File: config.mk
export PLATFORM = sky130hd
export DESIGN_NAME = partner_caps_target_remap_regs
export DESIGN_NICKNAME = d
export VERILOG_FILES = /design/src/partner_caps_pkg.sv /design/src/partner_caps_target_remap_regs.sv
export SDC_FILE = /design/constraint.sdc
export NUM_CORES = 1
export LEC_CHECK = 0
export BUFFER_PORTS_ARGS = -buffer_cell sky130_fd_sc_hd__buf_2
export CAP_MARGIN = 25
export CORE_MARGIN = 3
export CORE_UTILIZATION = 45
export CTS_BUF_LIST = sky130_fd_sc_hd__clkbuf_8 sky130_fd_sc_hd__clkbuf_16
export DETAILED_ROUTE_END_ITERATION = 8
export GPL_TIMING_DRIVEN = 1
export PLACE_DENSITY = 0.81
export SETUP_SLACK_MARGIN = 0.2
export SKIP_LAST_GASP = 1
export SYNTH_ARGS = -nofsm -noshare
export SYNTH_HDL_FRONTEND = slang
export SYNTH_SLANG_ARGS = --single-unit
File: constraint.sdc
create_clock -name sys_clk -period 2.1 [get_ports sys_clk]
set_input_delay 0.105 -clock sys_clk [delete_from_list [all_inputs] [get_ports sys_clk]]
set_output_delay 0.105 -clock sys_clk [all_outputs]
set_load 0.02 [all_outputs]
File: src/partner_caps_pkg.sv
// Register map, field layout and reset values of the partner capability bank.
// Assumes a byte-addressed Avalon-MM port, one 32-bit word for each register.
package partner_caps_pkg;
  localparam int ADDR_W = 10;
  localparam int DATA_W = 32;
  // Register indices; the byte address is four times the index
  localparam logic [7:0] IDX_CAPS = 8'h35;
  localparam logic [7:0] IDX_SPARE_A = 8'h36;
  localparam logic [7:0] IDX_DESER = 8'h37;
  localparam logic [7:0] IDX_SPARE_B = 8'h38;
  localparam logic [7:0] IDX_TARGET0 = 8'h39;
  // Field positions
  localparam int CAPS_HOLD_BIT = 7;
  localparam int CAPS_PARTNER_MULTIPORT_FLAG_BIT = 4;
  localparam int CAPS_PORT_LSB = 0;
  localparam int PORT_W = 4;
  localparam int ADDR7_LSB = 1;
  localparam int DESER_HOLD_BIT = 0;
  // Reset values
  localparam logic [7:0] CAPS_RST = 8'h00;
  localparam logic [7:0] SPARE_RST = 8'h00;
  localparam logic [6:0] DESER_ADDR_RST = 7'h3D;
  localparam logic [7:0] TARGET_RST = 8'h00;
  localparam logic [7:0] UPPER_RST = 8'h00;
  // Byte address from index
  function automatic logic [ADDR_W-1:0] byte_addr(input logic [7:0] idx);
    byte_addr = {idx, 2'b00};
  endfunction : byte_addr
endpackage : partner_caps_pkg

File: src/partner_caps_target_remap_regs.sv
// Partner capability, partner address and remote target registers with alias-0 remap.
// Assumes control-channel and I2C request inputs come from logic on sys_clk.
`timescale 1ns/100ps
`default_nettype none
module partner_caps_target_remap_regs
  import partner_caps_pkg::*;
(
  input wire logic sys_clk,
  input wire logic reset,
  input wire logic [ADDR_W-1:0] avs_address,
  input wire logic avs_read,
  input wire logic avs_write,
  input wire logic [DATA_W-1:0] avs_writedata,
  input wire logic [3:0] avs_byteenable,
  output logic [DATA_W-1:0] avs_readdata,
  output logic avs_waitrequest,
  input wire logic bc_link_detected,
  input wire logic cc_update,
  input wire logic cc_multiport,
  input wire logic [PORT_W-1:0] cc_port_num,
  input wire logic [6:0] cc_deser_addr,
  input wire logic [6:0] alias0_addr,
  input wire logic i2c_req_valid,
  input wire logic [6:0] i2c_req_addr,
  output logic fwd_valid,
  output logic [6:0] fwd_addr,
  output logic partner_multiport_flag,
  output logic [PORT_W-1:0] partner_port_num,
  output logic [6:0] partner_deser_address
);

  // ----------------------------------------
  // Register state
  // ----------------------------------------
  logic [7:0] caps_reg, caps_next;
  logic [7:0] spare_a_reg, spare_a_next;
  logic [6:0] deser_addr_reg, deser_addr_next;
  logic deser_hold_reg, deser_hold_next;
  logic [7:0] spare_b_reg, spare_b_next;
  logic [6:0] target_reg, target_next;
  logic wait_reg, wait_next;
  logic [DATA_W-1:0] rdata_reg, rdata_next;
  logic fwd_valid_reg, fwd_valid_next;
  logic [6:0] fwd_addr_reg, fwd_addr_next;

  logic req;
  logic accept;
  logic wr_lane0;
  logic caps_load;
  logic addr_load;
  logic alias_hit;

  function automatic logic hit(input logic [ADDR_W-1:0] a, input logic [7:0] idx);
    hit = (a == byte_addr(idx));
  endfunction : hit

  assign req = avs_read | avs_write;
  // The answer lands one cycle after the request is seen; waitrequest idles high
  assign accept = req & ~wait_reg;
  assign wr_lane0 = accept & avs_write & avs_byteenable[0];
  assign caps_load = cc_update & bc_link_detected & ~caps_reg[CAPS_HOLD_BIT];
  assign addr_load = cc_update & bc_link_detected & ~deser_hold_reg;
  // An alias of zero counts as unconfigured
  assign alias_hit = (alias0_addr != 7'h00) & (i2c_req_addr == alias0_addr);

  // ----------------------------------------
  // Bus slave and register updates
  // ----------------------------------------
  always_comb
  begin
    wait_next = ~(req & wait_reg);
    rdata_next = rdata_reg;
    caps_next = caps_reg;
    spare_a_next = spare_a_reg;
    deser_addr_next = deser_addr_reg;
    deser_hold_next = deser_hold_reg;
    spare_b_next = spare_b_reg;
    target_next = target_reg;
    if (caps_load)
    begin
      caps_next[CAPS_PARTNER_MULTIPORT_FLAG_BIT] = cc_multiport;
      caps_next[CAPS_PORT_LSB +: PORT_W] = cc_port_num;
    end
    if (addr_load)
    begin
      deser_addr_next = cc_deser_addr;
    end
    // Software writes win over a load in the same cycle
    if (wr_lane0)
    begin
      if (hit(avs_address, IDX_CAPS))
      begin
        caps_next = avs_writedata[7:0];
      end
      else if (hit(avs_address, IDX_SPARE_A))
      begin
        spare_a_next = avs_writedata[7:0];
      end
      else if (hit(avs_address, IDX_DESER))
      begin
        deser_addr_next = avs_writedata[7:ADDR7_LSB];
        deser_hold_next = avs_writedata[DESER_HOLD_BIT];
      end
      else if (hit(avs_address, IDX_SPARE_B))
      begin
        spare_b_next = avs_writedata[7:0];
      end
      else if (hit(avs_address, IDX_TARGET0))
      begin
        target_next = avs_writedata[7:ADDR7_LSB];
      end
    end
    if (req & wait_reg)
    begin
      // Unmapped addresses read as zero and ignore writes
      if (hit(avs_address, IDX_CAPS))
      begin
        rdata_next = {24'h000000, caps_reg};
      end
      else if (hit(avs_address, IDX_SPARE_A))
      begin
        rdata_next = {24'h000000, spare_a_reg};
      end
      else if (hit(avs_address, IDX_DESER))
      begin
        rdata_next = {24'h000000, deser_addr_reg, deser_hold_reg};
      end
      else if (hit(avs_address, IDX_SPARE_B))
      begin
        rdata_next = {24'h000000, spare_b_reg};
      end
      else if (hit(avs_address, IDX_TARGET0))
      begin
        rdata_next = {24'h000000, target_reg, 1'b0};
      end
      else
      begin
        rdata_next = 32'h00000000;
      end
    end
  end

  always_ff @(posedge sys_clk)
  begin
    if (reset)
    begin
      wait_reg <= 1'b1;
      rdata_reg <= 32'h00000000;
      caps_reg <= CAPS_RST;
      spare_a_reg <= SPARE_RST;
      deser_addr_reg <= DESER_ADDR_RST;
      deser_hold_reg <= 1'b0;
      spare_b_reg <= SPARE_RST;
      target_reg <= TARGET_RST[7:1];
    end
    else
    begin
      wait_reg <= wait_next;
      rdata_reg <= rdata_next;
      caps_reg <= caps_next;
      spare_a_reg <= spare_a_next;
      deser_addr_reg <= deser_addr_next;
      deser_hold_reg <= deser_hold_next;
      spare_b_reg <= spare_b_next;
      target_reg <= target_next;
    end
  end

  // ----------------------------------------
  // Alias 0 remap toward the control channel
  // ----------------------------------------
  always_comb
  begin
    fwd_valid_next = i2c_req_valid;
    fwd_addr_next = fwd_addr_reg;
    if (i2c_req_valid)
    begin
      fwd_addr_next = alias_hit ? target_reg : i2c_req_addr;
    end
  end

  always_ff @(posedge sys_clk)
  begin
    if (reset)
    begin
      fwd_valid_reg <= 1'b0;
      fwd_addr_reg <= 7'h00;
    end
    else
    begin
      fwd_valid_reg <= fwd_valid_next;
      fwd_addr_reg <= fwd_addr_next;
    end
  end

  assign avs_readdata = rdata_reg;
  assign avs_waitrequest = wait_reg;
  assign fwd_valid = fwd_valid_reg;
  assign fwd_addr = fwd_addr_reg;
  assign partner_multiport_flag = caps_reg[CAPS_PARTNER_MULTIPORT_FLAG_BIT];
  assign partner_port_num = caps_reg[CAPS_PORT_LSB +: PORT_W];
  assign partner_deser_address = deser_addr_reg;
endmodule : partner_caps_target_remap_regs
`default_nettype wire

==> impl_results.md, run 1 <==
* Outcome: complete, no violations
* Initial antenna violation count at 0
* DRT Pass-1 Iters at 4
* HP Class: in2reg
* Die height at 86.71 microns
* Max-cap violations at 0
* Worst Path Arrival at 1.79 ns
* # diodes at 0
* Met3 usage at 4.278%
* Fin Hold WS at 0.08651 ns
* Largest net degree at the start of global routing at 40
* Area contributors post-synth: dfxtp_1 (38%), mux2i_1 (18%), buf_4 (7.2%)
* H-tree depth at 2
* CP startpoint kind: register
* Tcrit/Tclk final at 75.66%
* Critical path's top delay family: simple AND/OR/NAND/NOR gates
* Initial DRC Count at 159
* Synthesis Warnings at 0
* RSZ-0062 raised after global routing: false
* Mean Syn Cell Area at 9.277 sq um
* Routed wire length at 6859 microns
* Clock skew at 0.005358 ns
* Synth Instances at 316
* Flops & latches, synth at 56
* Seq/Total Area, Yosys at between 30% and 40%
* Clock sink total at 56
* Worst Path Max Fanout at 10
* Fin. Hold Viols at 0
* Worst-path clk slew at approximately 0.090 ns
* Setup CP Type: reg2reg
* CTS Hold Buffers Added at 0
* Most Crowded Layer GR: met2
* FMAX at around 0.63 GHz
* Setup violations, final at 0
* Final core occ at roughly 56%
* Slowest stage delay, CP at 0.40 ns
* Full die area at between 0.007 and 0.008 sq mm
* GRT Residual Overflow at 0
* Final ANT Viol Nets at 0
* Routability cong. at 0.8206
* Most frequent cells in the layout: buf_2 (80), dfxtp_1 (56), mux2i_1 (53)
* TritonCTS clock tree: yes
* Setup TNS at 0 ns
* Initial Util at around 48%
* Measured slew at the worst slew-check pin at 0.5586 ns
* Crit-path cells: nand3b_1 -> buf_4 -> or4_1 -> buf_4 -> mux2i_1 -> nand2b_1
* Core area at 0.006096 sq mm
* Slew headroom at between 60% and 70%
* Number of global-route vias before repair at ~2,300
* Placement Rows at 28
* Yosys top cell by area: dfxtp_1
* First-pass GRT wire length at approximately 11,000 microns
* Num CTS Buffers at 5
* Leak pwr at 1.556 nW
* Post-Place Cells at 460
* Via count at 2,436
* Critical path buffers and inverters at 2
* Global routing usage on met2 at 29.42%
* Skew-Pair Late Insertion Delay at 0.30 ns
* Clock Tree Buf Depth at 2
* Synth-to-Final Area Change at 16.52%
* Fin cells at 470
* PortBufs at 80
* Post-Syn Area at 0.002932 sq mm
* Most common cell after layout, fill and taps aside: buf_2
* Die width at around 87 microns
* Synth cell types at 40
* Nets at 474
* Maximum vdd drop at 0.2737 mV
* Tmin final at 1.589 ns
* Yosys top cell area share at 38.24%
* DRC errors left at 0
* Crit path top cell by count: buf_4
* Vias per cell at 5.183
* Setup crit end kind: register
* Critical Path RT at 2.30 ns
* Fin. max-slew vios at 0
* IO Pins at 132
* Gr usage total at 18.27%
* Pwr dens at 593.0 mW/mm^2
* Slowest-stage cell, CP: or4_1
* Routed WL per cell at 14.59 microns
* Layout cells sized above 1 at 28.10%
* Root Buffer: clkbuf_8
* Fillers at 582
* # resized after CTS at 0
* Detailed placement HPWL at 5439 microns
* GRT met1 Usage at 24.37%
cells by family (layout without fill, tap and decap cells):
kind of cell / Yosys count / in the layout / synth area share (%)
compound gates: 49 / 49 / 11.74
xor+xnor: 6 / 6 / 1.793
buf+inv: 46 / 102 / 9.902
flops: 56 / 56 / 38.24
mux: 58 / 58 / 20.02
other cells: 1 / 24 / 0.1279
simple gates: 100 / 100 / 18.18
layer usage:
layer,routed length (microns),up-vias
li1,-,1220
met1,3103,1123
met2,3210,82
met3,431,11
met4,114,0
met5,0,-
synthesized netlist by cell type, drive strengths merged:
cell,n
dfxtp,56
mux2i,53
nor2,50
buf,35
o21ai,17
a211oi,14
nand2,14
clkbuf,7
a21o,6
a221oi,6
nand2b,6
xnor2,6
mux2,5
nand4,5
inv,4
nand3,4
nor2b,4
nor3,4
a31oi,3
nand3b,3
nor4,3
and2b,2
and3,2
a211o,1
a21oi,1
and4bb,1
conb,1
o22ai,1
or2,1
or4,1
worst paths after layout:
path | start | to | slack [ns] | cells past startpoint
max reg2reg | avs_waitrequest | partner_deser_address[3] | 0.51 | 6
max | avs_waitrequest | partner_deser_address[3] | 0.51 | 6
min | i2c_req_addr[6] | fwd_addr[6] | 0.09 | 3
min reg2reg | avs_readdata[0] | avs_readdata[0] | 0.46 | 2
metrics by stage:
| stage | total power [W] | area (sq um) | setup WS [ns] |
|---|---|---|---|
| finish | 0.002025 | 3416 | 0.5112 |
| global placement | 0.001423 | 3297 | 0.3494 |
| CTS | 0.002032 | 3393 | 0.2861 |
| global route | 0.002108 | 3416 | 0.4257 |
| floorplan | 0.001349 | 3018 | 0.4288 |
| detailed placement | 0.001430 | 3297 | 0.3113 |
cell type report:
type / count / area, sq um / share of cell area (%)
clock buffer: 7 / 96.34 / 2.821
sequential: 56 / 1121 / 32.82
multi-input combinational: 237 / 1607 / 47.03
tap: 75 / 93.84 / 2.747
timing repair buffer: 91 / 483.0 / 14.14
inverter: 4 / 15.01 / 0.4396
power by group:
| part | internal (W) | switching, W | leakage (nW) |
|---|---|---|---|
| Sequential | 0.00108 | 0.0000134 | 0.455 |
| Combinational | 0.000113 | 0.000199 | 1.05 |
| Clock | 0.000294 | 0.000321 | 0.0503 |
worst min-delay path, cell delays in order:
cell and delay (ns):
buf_2 0.12, nand2_1 0.06, o22ai_1 0.06
repair_timing:
action,4_1_cts,5_1_grt
setup endpoints to repair,0,4
buffers inserted,0,3
hold endpoints to repair,0,0
No activity file was read; power rests on OpenSTA's default activity.
==> inputs of run 2 (changes only) <==
==> constraint.sdc (replaced) <==
create_clock -name sys_clk -period 1.5 [get_ports sys_clk]
set_input_delay 0.075 -clock sys_clk [delete_from_list [all_inputs] [get_ports sys_clk]]
set_output_delay 0.075 -clock sys_clk [all_outputs]
set_load 0.02 [all_outputs]
==> run 2 against run 1 <==
Net effect:
- the run now ends with negative setup slack left
- sequential share of layout area fell by 2.5 points
- clock power rose by 35%
- sequential cell count did not move
- critical path depth did not move
- combinational power rose by 52%
- register-to-register slack got worse by 0.58 ns
- cell count rose by 3.4%
- count of clock-buffer cells in the layout fell by 1
- first-iteration DRC count fell by 34%
- worst hold slack got worse by 0.036 ns
==> impl_results.md, run 2 (synthesis results as in run 1) <==
* FMAX at 0.6380 GHz (was 0.6294 GHz)
* Violated checks: negative setup slack
* # diodes at 0 (unchanged)
* Outcome: complete, but fails checks (was complete, no violations)
* Setup crit end kind: register (unchanged)
* Tot Pwr at 0.002846 W (was 0.002025 W)
* Fin. Hold Viols at 0 (unchanged)
* Setup CP Type: reg2reg (unchanged)
* Die width at 86.71 microns (unchanged)
* Crit path launch: avs_waitrequest (unchanged)
* Root Buffer: clkbuf_8 (unchanged)
* Initial antenna violation count at 0 (unchanged)
* Fin. max-slew vios at 0 (unchanged)
* Post-Place Cells at 474 (was 460)
* Most frequent cells in the layout: buf_2 (80), dfxtp_1 (55), mux2i_1 (52) (was buf_2 (80), dfxtp_1 (56), mux2i_1 (53))
* RSZ-0062 raised after global routing: true (was false)
* Clock Tree Buf Depth at 2 (unchanged)
* GRT Residual Overflow at 0 (unchanged)
* Worst-path clk slew at 0.09 ns (about the same)
* Max-cap violations at 0 (unchanged)
* CP startpoint kind: register (unchanged)
* Cell area after layout at 0.003704 sq mm (was 0.003416 sq mm)
* Vias per cell at 5.257 (was 5.183)
* DRT Pass-1 Iters at 4 (unchanged)
* Worst slack, placed at -0.1434 ns (was 0.3113 ns)
* Layout cells sized above 1 at 35.52% (was 28.10%)
* Initial DRC Count at 105 (was 159)
* Internal reg-to-reg setup slack at -0.07 ns (was 0.51 ns)
* Final ANT Viol Nets at 0 (unchanged)
* Leak pwr at 1.684 nW (was 1.556 nW)
* IO Pins at 132 (unchanged)
* Setup violations, final at 13 (was 0)
* H-tree depth at 2 (unchanged)
* Critical Path RT at 1.71 ns (was 2.30 ns)
* Worst Hold Launch: i2c_req_addr[6] (unchanged)
* Initial Util at 48.09% (unchanged)
* Routed WL per cell at 15.64 microns (was 14.59 microns)
* DRC errors left at 0 (unchanged)
* Tmin final at 1.567 ns (was 1.589 ns)
* Via count at 2,555 (was 2,436)
* Placement Rows at 28 (unchanged)
* Fin Hold WS at 0.05088 ns (was 0.08651 ns)
* Num CTS Buffers at 5 (unchanged)
* Core area at 0.006096 sq mm (unchanged)
* Clock skew at 0.006598 ns (was 0.005358 ns)
* Routability cong. at 0.9026 (was 0.8206)
* Detailed placement HPWL at 5608 microns (was 5439 microns)
* Gr usage total at 20.85% (was 18.27%)
* TritonCTS clock tree: yes (unchanged)
* Pwr dens at 768.5 mW/mm^2 (was 593.0 mW/mm^2)
* HP Class: in2reg (unchanged)
* Worst Path Max Fanout at 5 (was 10)
* Fin cells at 486 (was 470)
* Skew-Pair Late Insertion Delay at 0.31 ns (was 0.30 ns)
* Placed Area at 0.003481 sq mm (was 0.003297 sq mm)
* Maximum vdd drop at 0.6354 mV (was 0.2737 mV)
* Tcrit/Tclk final at 104.5% (was 75.66%)
* First-pass GRT wire length at 12,420 microns (was 10,960 microns)
* Final setup margin at -0.06745 ns (was 0.5112 ns)
* Number of global-route vias before repair at 2,527 (was 2,256)
* Routed wire length at 7599 microns (was 6859 microns)
* Most common cell after layout, fill and taps aside: buf_2 (unchanged)
* Die height at 86.71 microns (unchanged)
* Clock sink total at 56 (unchanged)
* Worst Path Arrival at 1.77 ns (was 1.79 ns)
* Largest net degree at the start of global routing at 30 (was 40)
* Nets at 489 (was 474)
* Full die area at 0.007519 sq mm (unchanged)
* PortBufs at 80 (unchanged)
* Synth-to-Final Area Change at 26.33% (was 16.52%)
* Reg2reg start: avs_waitrequest (unchanged)
-- run 2: changes by cell type in the layout (fill, tap and decap cells not counted), sizes merged --
cell	previous run	this run
clkbuf	7	6
inv	4	6
buf	91	106
-- run 2: cell type report --
type	instances	area [sq um]
fill	524	2392
multi-input combinational	237	1709
sequential	56	1122
timing repair buffer	106	673.1
tap	75	93.84
clock buffer	6	82.58
inverter	4	15.01
clock inverter	2	7.507
-- run 2: final timing paths --
kind              depth (start not counted)                  endpoint
hold / removal                            3               fwd_addr[6]
setup reg to reg                          6  partner_deser_address[0]
setup / recovery                          6  partner_deser_address[0]
hold reg to reg                           2           avs_readdata[3]
-- run 2: what timing repair did --
item                                    in CTS  in global routing
hold buffers                                 0                  0
endpoints found under the setup margin      39                 46
resized for setup                            9                 12
setup buffers                                2                  1
cloned                                       1                  0
pin swaps                                    2                  3
-- run 2: critical path, stage by stage (launching register included) --
cell      delay (ns)
dfxtp_2         0.33
nand3b_1        0.17
buf_6           0.15
or4_4           0.44
buf_6           0.16
mux2i_1         0.15
nand2b_1        0.07
-- run 2: metrics by stage --
stage / util, % / setup TNS, ns
2_1_floorplan: - / -2.013
3_3_place_gp: 57.10 / -1.880
3_5_place_dp: 57.10 / -2.996
4_1_cts: 59.83 / -0.5097
5_1_grt: 60.76 / -2.589
6_report: 60.76 / -0.4848
-- run 2: per-layer routing --
metal	global-route usage (%)	vias up	share of wire, %
li1	-	1249	-
met1	27.50	1184	44
met2	34.01	103	48
met3	3.612	19	5.9
met4	7.932	0	2.4
met5	0	-	0
-- run 2: power breakdown --
part,switching [W],internal [W]
registers,0.0000191,0.00152
clock network,0.000469,0.000364
logic,0.000294,0.000181
